==> src/hw/addr_gen_pkg.sv <==
// package with constants, types and the functional notes of the addressing block
// Functional notes
// - direct mode takes the data address from one address byte of the instruction.
// - indirect mode addresses data through the selected first or second data pointer.
// - post-modify accesses at pointer value, then steps pointer by one afterward.
// - immediate operand is fetched from program memory right after the opcode.
// - short immediate puts 4-bit value in low nibble of the first data pointer only, clears its upper nibble.
// - table load reads program memory at high byte and accumulator, restores low byte.
// - program counter is high and low byte, 15 bits used, top bit unused.
// - short relative jump adds six-bit displacement, range -31 to +32.
// - absolute jump loads low 12 bits and keeps the upper three bits.
// - long absolute jump replaces all 15 program counter bits.
// - table jump loads fetched byte into low byte, upper byte unchanged.
// - any single data bit can be set, cleared or tested.
// - only the stack pointer (written at FD) is memory mapped; the two data pointers are not.
// - most single-byte instructions finish in one instruction cycle.
// - register window spans data addresses F0 to FF, holding pointers and stack; here only the stack pointer at FD is mapped in it.
// - vector jump fetches two adjacent program bytes into the program counter.
package addr_gen_pkg;
  localparam int PC_W = 15;
  localparam int DA_W = 8;
  localparam logic [7:0] REG_WIN_BASE = 8'hF0;
  localparam logic [7:0] PTR1_ADDR = 8'hFC;
  localparam logic [7:0] SP_ADDR = 8'hFD;
  localparam logic [7:0] PTR0_ADDR = 8'hFE;
  localparam logic [7:0] PTR_RST = 8'h00;
  localparam logic [7:0] SP_RST = 8'h6F;
  localparam logic [PC_W-1:0] PC_RST = 15'h0000;
  localparam logic [PC_W-1:0] PC_ONE = 15'h0001;
  localparam logic [7:0] BYTE_ONE = 8'h01;
  localparam logic [7:0] NIB_CLR = 8'h0F;

  typedef enum logic [3:0] {
    OP_NONE = 4'h0, OP_DIRECT = 4'h1, OP_IND = 4'h2, OP_IND_INC = 4'h3,
    OP_IND_DEC = 4'h4, OP_IMM = 4'h5, OP_IMM_SHORT = 4'h6, OP_TABLE_LOAD = 4'h7,
    OP_REL_JUMP = 4'h8, OP_ABS_JUMP = 4'h9, OP_LONG_JUMP = 4'hA, OP_TABLE_JUMP = 4'hB,
    OP_VECTOR_JUMP = 4'hC, OP_BIT_OP = 4'hD
  } op_mode_e;

  typedef enum logic [1:0] {BIT_SET = 2'h0, BIT_CLR = 2'h1, BIT_TEST = 2'h2} bit_op_e;

  typedef struct packed {
    logic valid;
    op_mode_e mode;
    logic ptr_sel;
    logic [7:0] addr_byte;
    logic [3:0] short_val;
    logic [5:0] rel_disp;
    logic [11:0] abs_target;
    logic [14:0] long_target;
    logic [2:0] bit_num;
    bit_op_e bit_op;
    logic [14:0] vector_addr;
  } instr_s;

  typedef struct packed {
    logic rd;
    logic wr;
    logic [DA_W-1:0] addr;
    logic [7:0] wdata;
  } dmem_req_s;

  typedef enum logic [5:0] {
    ST_IDLE = 6'b000001, ST_FETCH1 = 6'b000010, ST_FETCH2 = 6'b000100,
    ST_DATA = 6'b001000, ST_WRITE = 6'b010000, ST_DONE = 6'b100000
  } seq_state_e;
endpackage

==> src/hw/ptr_step.sv <==
// pointer update unit: short load and post step of one data pointer
`timescale 1ns/1ps
`default_nettype none
module ptr_step
  import addr_gen_pkg::*;
(
  input wire logic [7:0] cur,
  input wire logic load_short,
  input wire logic [3:0] short_val,
  input wire logic inc,
  input wire logic dec,
  output logic [7:0] nxt
);
  always_comb begin
    if (load_short) begin
      nxt = {4'h0, short_val} & NIB_CLR;
    end else if (inc) begin
      nxt = cur + BYTE_ONE;
    end else if (dec) begin
      nxt = cur - BYTE_ONE;
    end else begin
      nxt = cur;
    end
  end
endmodule // ptr_step
`default_nettype wire

==> src/hw/operand_and_jump_addressing.sv <==
// operand address generation and program counter update for the core
`timescale 1ns/1ps
`default_nettype none
module operand_and_jump_addressing
  import addr_gen_pkg::*;
(
  input wire logic clk_sys,
  input wire logic rst,
  input wire instr_s instr,
  input wire logic [7:0] acc_in,
  input wire logic [7:0] pmem_rdata,
  input wire logic [7:0] dmem_rdata,
  output logic busy,
  output logic done,
  output logic [PC_W-1:0] pmem_addr,
  output logic pmem_rd,
  output dmem_req_s dmem_req,
  output logic [7:0] operand,
  output logic operand_valid,
  output logic acc_load,
  output logic [7:0] acc_out,
  output logic bit_result,
  output logic [PC_W-1:0] pc,
  output logic [7:0] ptr0,
  output logic [7:0] ptr1,
  output logic [7:0] stack_ptr
);
  seq_state_e state_reg;
  instr_s cur_reg;
  logic [7:0] hold_reg;
  logic [7:0] ptr0_next;
  logic [7:0] ptr1_next;
  logic [7:0] sel_ptr;
  logic [DA_W-1:0] ind_addr;
  logic step_now;
  logic short_now;
  logic [PC_W-1:0] rel_target;
  logic [PC_W-1:0] pc_inc;

  // pointer chosen by the instruction being accepted, not the one held from before
  assign sel_ptr = instr.ptr_sel ? ptr1 : ptr0;
  assign ind_addr = sel_ptr;
  assign pc_inc = pc + PC_ONE;
  // displacement field d gives distance d-31; zero-extended then offset
  assign rel_target = pc + {{(PC_W-6){1'b0}}, cur_reg.rel_disp} - 15'd31;
  assign step_now = (state_reg == ST_DONE);
  assign short_now = step_now && cur_reg.mode == OP_IMM_SHORT;

  ptr_step u_ptr0 (
    .cur(ptr0),
    .load_short(short_now && !cur_reg.ptr_sel),
    .short_val(cur_reg.short_val),
    .inc(step_now && !cur_reg.ptr_sel && cur_reg.mode == OP_IND_INC),
    .dec(step_now && !cur_reg.ptr_sel && cur_reg.mode == OP_IND_DEC),
    .nxt(ptr0_next)
  );
  ptr_step u_ptr1 (
    .cur(ptr1),
    .load_short(1'b0),
    .short_val(cur_reg.short_val),
    .inc(step_now && cur_reg.ptr_sel && cur_reg.mode == OP_IND_INC),
    .dec(step_now && cur_reg.ptr_sel && cur_reg.mode == OP_IND_DEC),
    .nxt(ptr1_next)
  );

  // sequencer: single-byte modes finish in one pass through done
  always_ff @(posedge clk_sys) begin
    if (rst) begin
      state_reg <= ST_IDLE;
      cur_reg <= '0;
    end else begin
      case (state_reg)
        ST_IDLE: begin
          if (instr.valid) begin
            cur_reg <= instr;
            case (instr.mode)
              OP_DIRECT, OP_IND, OP_IND_INC, OP_IND_DEC, OP_BIT_OP: state_reg <= ST_DATA;
              OP_IMM, OP_TABLE_LOAD, OP_TABLE_JUMP, OP_VECTOR_JUMP: state_reg <= ST_FETCH1;
              default: state_reg <= ST_DONE;
            endcase
          end
        end
        ST_FETCH1: state_reg <= (cur_reg.mode == OP_VECTOR_JUMP) ? ST_FETCH2 : ST_DONE;
        ST_FETCH2: state_reg <= ST_DONE;
        ST_DATA: begin
          if (cur_reg.mode == OP_BIT_OP && cur_reg.bit_op != BIT_TEST) begin
            state_reg <= ST_WRITE;
          end else begin
            state_reg <= ST_DONE;
          end
        end
        ST_WRITE: state_reg <= ST_DONE;
        ST_DONE: state_reg <= ST_IDLE;
        default: state_reg <= ST_IDLE;
      endcase
    end
  end

  // program memory address for table, immediate and vector fetches
  always_ff @(posedge clk_sys) begin
    if (rst) begin
      pmem_addr <= PC_RST;
      pmem_rd <= 1'b0;
    end else if (state_reg == ST_IDLE && instr.valid) begin
      pmem_rd <= (instr.mode == OP_IMM || instr.mode == OP_TABLE_LOAD ||
                  instr.mode == OP_TABLE_JUMP || instr.mode == OP_VECTOR_JUMP);
      if (instr.mode == OP_IMM) begin
        pmem_addr <= pc_inc;
      end else if (instr.mode == OP_TABLE_LOAD || instr.mode == OP_TABLE_JUMP) begin
        pmem_addr <= {pc[14:8], acc_in};
      end else begin
        pmem_addr <= instr.vector_addr;
      end
    end else if (state_reg == ST_FETCH1 && cur_reg.mode == OP_VECTOR_JUMP) begin
      pmem_addr <= pmem_addr + PC_ONE;
      pmem_rd <= 1'b1;
    end else begin
      pmem_rd <= 1'b0;
    end
  end

  // data memory requests, including read-modify-write for bit operations
  always_ff @(posedge clk_sys) begin
    if (rst) begin
      dmem_req <= '0;
    end else if (state_reg == ST_IDLE && instr.valid) begin
      dmem_req.rd <= (instr.mode == OP_DIRECT || instr.mode == OP_IND ||
                      instr.mode == OP_IND_INC || instr.mode == OP_IND_DEC ||
                      instr.mode == OP_BIT_OP);
      dmem_req.wr <= 1'b0;
      if (instr.mode == OP_DIRECT || instr.mode == OP_BIT_OP) begin
        dmem_req.addr <= instr.addr_byte;
      end else begin
        dmem_req.addr <= ind_addr;
      end
    end else if (state_reg == ST_DATA && cur_reg.mode == OP_BIT_OP &&
                 cur_reg.bit_op != BIT_TEST) begin
      dmem_req.rd <= 1'b0;
      dmem_req.wr <= 1'b1;
      if (cur_reg.bit_op == BIT_SET) begin
        dmem_req.wdata <= dmem_rdata | (8'h01 << cur_reg.bit_num);
      end else begin
        dmem_req.wdata <= dmem_rdata & ~(8'h01 << cur_reg.bit_num);
      end
    end else begin
      dmem_req.rd <= 1'b0;
      dmem_req.wr <= 1'b0;
    end
  end

  // operand and accumulator results
  always_ff @(posedge clk_sys) begin
    if (rst) begin
      operand <= 8'h00;
      operand_valid <= 1'b0;
      acc_load <= 1'b0;
      acc_out <= 8'h00;
      bit_result <= 1'b0;
      hold_reg <= 8'h00;
    end else begin
      operand_valid <= 1'b0;
      acc_load <= 1'b0;
      if (state_reg == ST_DATA) begin
        operand <= dmem_rdata;
        operand_valid <= 1'b1;
        if (cur_reg.mode == OP_BIT_OP) begin
          bit_result <= dmem_rdata[cur_reg.bit_num];
        end
      end else if (state_reg == ST_FETCH1) begin
        hold_reg <= pmem_rdata;
        if (cur_reg.mode == OP_IMM) begin
          operand <= pmem_rdata;
          operand_valid <= 1'b1;
        end else if (cur_reg.mode == OP_TABLE_LOAD) begin
          acc_out <= pmem_rdata;
          acc_load <= 1'b1;
        end
      end
    end
  end

  // program counter update
  always_ff @(posedge clk_sys) begin
    if (rst) begin
      pc <= PC_RST;
    end else if (state_reg == ST_DONE) begin
      case (cur_reg.mode)
        OP_REL_JUMP: pc <= rel_target;
        OP_ABS_JUMP: pc <= {pc[14:12], cur_reg.abs_target};
        OP_LONG_JUMP: pc <= cur_reg.long_target;
        OP_TABLE_JUMP: pc <= {pc[14:8], hold_reg};
        OP_VECTOR_JUMP: pc <= {hold_reg[6:0], pmem_rdata};
        OP_IMM: pc <= pc + 15'd2;
        default: pc <= pc_inc;
      endcase
    end
  end

  // data pointers and memory-mapped stack pointer; post step happens after the access
  always_ff @(posedge clk_sys) begin
    if (rst) begin
      ptr0 <= PTR_RST;
      ptr1 <= PTR_RST;
      stack_ptr <= SP_RST;
    end else begin
      ptr0 <= ptr0_next;
      ptr1 <= ptr1_next;
      if (dmem_req.wr && dmem_req.addr == SP_ADDR) begin
        stack_ptr <= dmem_req.wdata;
      end
    end
  end

  always_ff @(posedge clk_sys) begin
    if (rst) begin
      busy <= 1'b0;
      done <= 1'b0;
    end else begin
      busy <= (state_reg == ST_IDLE) ? instr.valid : (state_reg != ST_DONE);
      done <= (state_reg == ST_DONE);
    end
  end
endmodule // operand_and_jump_addressing
`default_nettype wire

==> config.mk <==
export PLATFORM = sky130hd
export DESIGN_NAME = operand_and_jump_addressing
export DESIGN_NICKNAME = d
export VERILOG_FILES = /design/src/hw/addr_gen_pkg.sv /design/src/hw/ptr_step.sv /design/src/hw/operand_and_jump_addressing.sv
export SDC_FILE = /design/constraint.sdc
export NUM_CORES = 1
export LEC_CHECK = 0
export ABC_AREA = 1
export BUFFER_PORTS_ARGS = -buffer_cell sky130_fd_sc_hd__buf_2
export CAP_MARGIN = 20
export CORE_MARGIN = 2
export CORE_UTILIZATION = 50
export DETAILED_ROUTE_END_ITERATION = 7
export GPL_TIMING_DRIVEN = 0
export PLACE_DENSITY = 0.83
export SETUP_SLACK_MARGIN = 0.2
export SYNTH_ARGS = -nofsm -noshare
export SYNTH_HDL_FRONTEND = slang
export SYNTH_HIERARCHICAL = 1
export SYNTH_SLANG_ARGS = --single-unit
export TNS_END_PERCENT = 100
==> constraint.sdc <==
create_clock -name clk_sys -period 2.8 [get_ports clk_sys]
set_input_delay 0 -clock clk_sys [delete_from_list [all_inputs] [get_ports clk_sys]]
set_output_delay 0 -clock clk_sys [all_outputs]
set_load 0.005 [all_outputs]
==> impl_metrics.json <==
{
  "outcome": "complete, no violations",
  "critPathLaunchType": "flop",
  "antenna_found_initial": 0,
  "area_growth_pct": 27.89,
  "rsz0062_at_grt": "false",
  "tightest_slew_ns": 0.7236,
  "placed_area_um2": 10840,
  "peakVddDrop_v": 0.0007006,
  "synthCells": 1476,
  "place_ws_ns": 0.1819,
  "grt_max_degree": 17,
  "final_cell_mix": "nand2_1 (346), buf_2 (206), inv_1 (205)",
  "cts-buffers-inserted": 17,
  "fin_crit_ns": 2.469,
  "ys_seq_elements": 155,
  "r2r_slack_ns": 0.33,
  "r2r_start": "pc[0]",
  "p_per_area_nw_per_um2": 490.4,
  "clk-insertion-delay-late_ns": 0.43,
  "worstPathArrival_ns": 2.75,
  "ys_types": 56,
  "period_share_pct": 88.17,
  "crit_type": "reg -> reg",
  "cap_violations": 0,
  "fin_skew_ns": 0.01112,
  "h-tree-depth": 4,
  "grt_usage_pct": 33.07,
  "p_total_mw": 6.013,
  "worstReg2RegEnd": "pc[13]",
  "leakage_nw": 5.779,
  "grt.overflow.total": 0,
  "first_global_vias": 10387,
  "cts.clk_slew.worst_paths_ns": 0.07,
  "worst_slack_ns": 0.3312,
  "drtPass1Iterations": 8,
  "register_area_um2": 3107,
  "synth_area_um2": 9588,
  "start_util_pct": 51.09,
  "drive_gt1_share_pct": 17.12,
  "holdWs_ns": 0.02403,
  "place_congestion": 0.9856,
  "place_hpwl_um": 24770,
  "multi_input_area_um2": 5418,
  "ys_warn_count": 6,
  "crit_fanout": 6,
  "setup_viol": 0,
  "yosysSeqAreaShare_pct": 32.36,
  "syn_avg_cell_area_um2": 6.496,
  "fin_area_um2": 12260,
  "hold_end": "pmem_addr[1]",
  "synth_async_sr_flop_share_pct": 0,
  "numPortBuffers": 188,
  "hp-class": "in -> reg",
  "post_drt_wl_per_cell_um": 17.13,
  "rows": 50,
  "largest_reg_flops": 47,
  "utilization_pct": 65.33,
  "slew_headroom_pct": 51.76,
  "hold_depth": 5,
  "drtIter0Drc": 1111,
  "final_common_cell": "nand2_1",
  "end_kind": "flop",
  "cts-root-buf": "clkbuf_16",
  "via_per_inst": 5.618,
  "vias": 11332,
  "required_ns": 3.08,
  "die_h_um": 142.5,
  "synth-edff-count": 0,
  "cts.sinks": 155,
  "finalNonFillerCells": 2017,
  "fmax_ghz": 0.4051,
  "synth_ff_type": "dfxtp_1",
  "cts_tree": "yes",
  "io_pins": 191,
  "fin_tns_setup_ns": 0,
  "dp_cells": 1903,
  "die_area_um2": 20300,
  "hold_viol": 0,
  "final-max-slew-violation-count": 0,
  "nets": 1900,
  "r2r_cells": 16,
  "antenna_left": 0,
  "grt_pass1_wl_um": 52880,
  "clk_path_buf_depth": 2,
  "design.core.area_um2": 18770,
  "chipWidth_um": 142.5,
  "worstHoldStart": "acc_in[1]",
  "routed_wl_um": 34560,
  "n_fill_cell": 1653,
  "drc": 0
}
layout make-up:
cell class	count	share of cell area, %
Buffer	51	2.306
Inverter	219	6.745
Multi-Input combinational cell	1056	44.18
Clock buffer	20	3.643
Clock inverter	12	1.133
Sequential cell	155	25.34
Antenna cell	1	0.02041
Timing Repair Buffer	269	14.24
Tap cell	234	2.388
worst max-delay path, cell delays in order (launching register included):
cell	delay, ns
dfxtp_4	0.40
inv_1	0.11
ha_1	0.25
inv_1	0.07
ha_1	0.21
inv_1	0.07
fa_1	0.40
inv_1	0.13
nand3_1	0.09
nand3_2	0.10
nand3_1	0.11
nand3_1	0.10
nand2_1	0.05
nand3_1	0.06
nand2_1	0.05
nand2_1	0.05
a21oi_1	0.06
worst max path at each step:
stage / startpoint / endpoint / slack, ns / depth (start not counted)
finish: pc[0] / pc[13] / 0.33 / 16
floorplan: state_reg[3] / ptr1[7] / 0.66 / 15
CTS: pc[0] / pc[13] / 0.27 / 16
detailed placement: pc[0] / pc[13] / 0.18 / 16
global route: pc[5] / pc[14] / 0.20 / 15
global placement: pc[0] / pc[13] / 0.22 / 16
cell families after synthesis:
logic type	after synthesis	synth area share, %
adder cells (fa/ha/maj)	34	4.515
buffers and inverters	270	11.57
multiplexers	1	0.1044
flip-flops	155	32.36
XOR/XNOR	18	1.644
AO/OA/AOI/OAI	298	17.66
AND/OR/NAND/NOR	699	32.10
other	1	0.03911
Yosys cell counts, types with 14 or more instances:
library cell  number  share of area [%]
nand2_1          346                 14
inv_1            205                8.0
dfxtp_1          155                 32
nor2_1           142                5.6
nand3_1          126                6.6
o21ai_0          107                5.6
a21oi_1           88                4.6
ha_1              33                4.3
nor3_1            22                1.1
o22ai_1           22                1.4
o211ai_1          20                1.6
buf_2             18               0.94
clkbuf_1          18               0.70
a211oi_1          15                1.2
nand4_1           15               0.98
xor2_1            14                1.3
report_power, final:
group | internal (mW) | leakage (nW) | switching [mW] | total [mW]
Clock | 1.35 | 0.279 | 1.01 | 2.36
Sequential | 2.33 | 1.26 | 0.120 | 2.45
Combinational | 0.451 | 4.24 | 0.746 | 1.20
repair_timing:
item	CTS	global route
endpoints found under the hold margin	89	0
pin swaps	1	0
gates cloned	0	0
setup endpoints to repair	3	14
buffers inserted	2	0
hold buffers	79	0
resized for setup	2	4
routing by layer:
layer	track usage, %	vias to the layer above	part of all wire, %
met4	15.48	0	4.5
met1	41.42	5161	40
met3	6.359	123	8.8
li1	-	5417	-
met5	0	-	0
met2	54.88	631	46
Power figures use the tool's default switching activity.
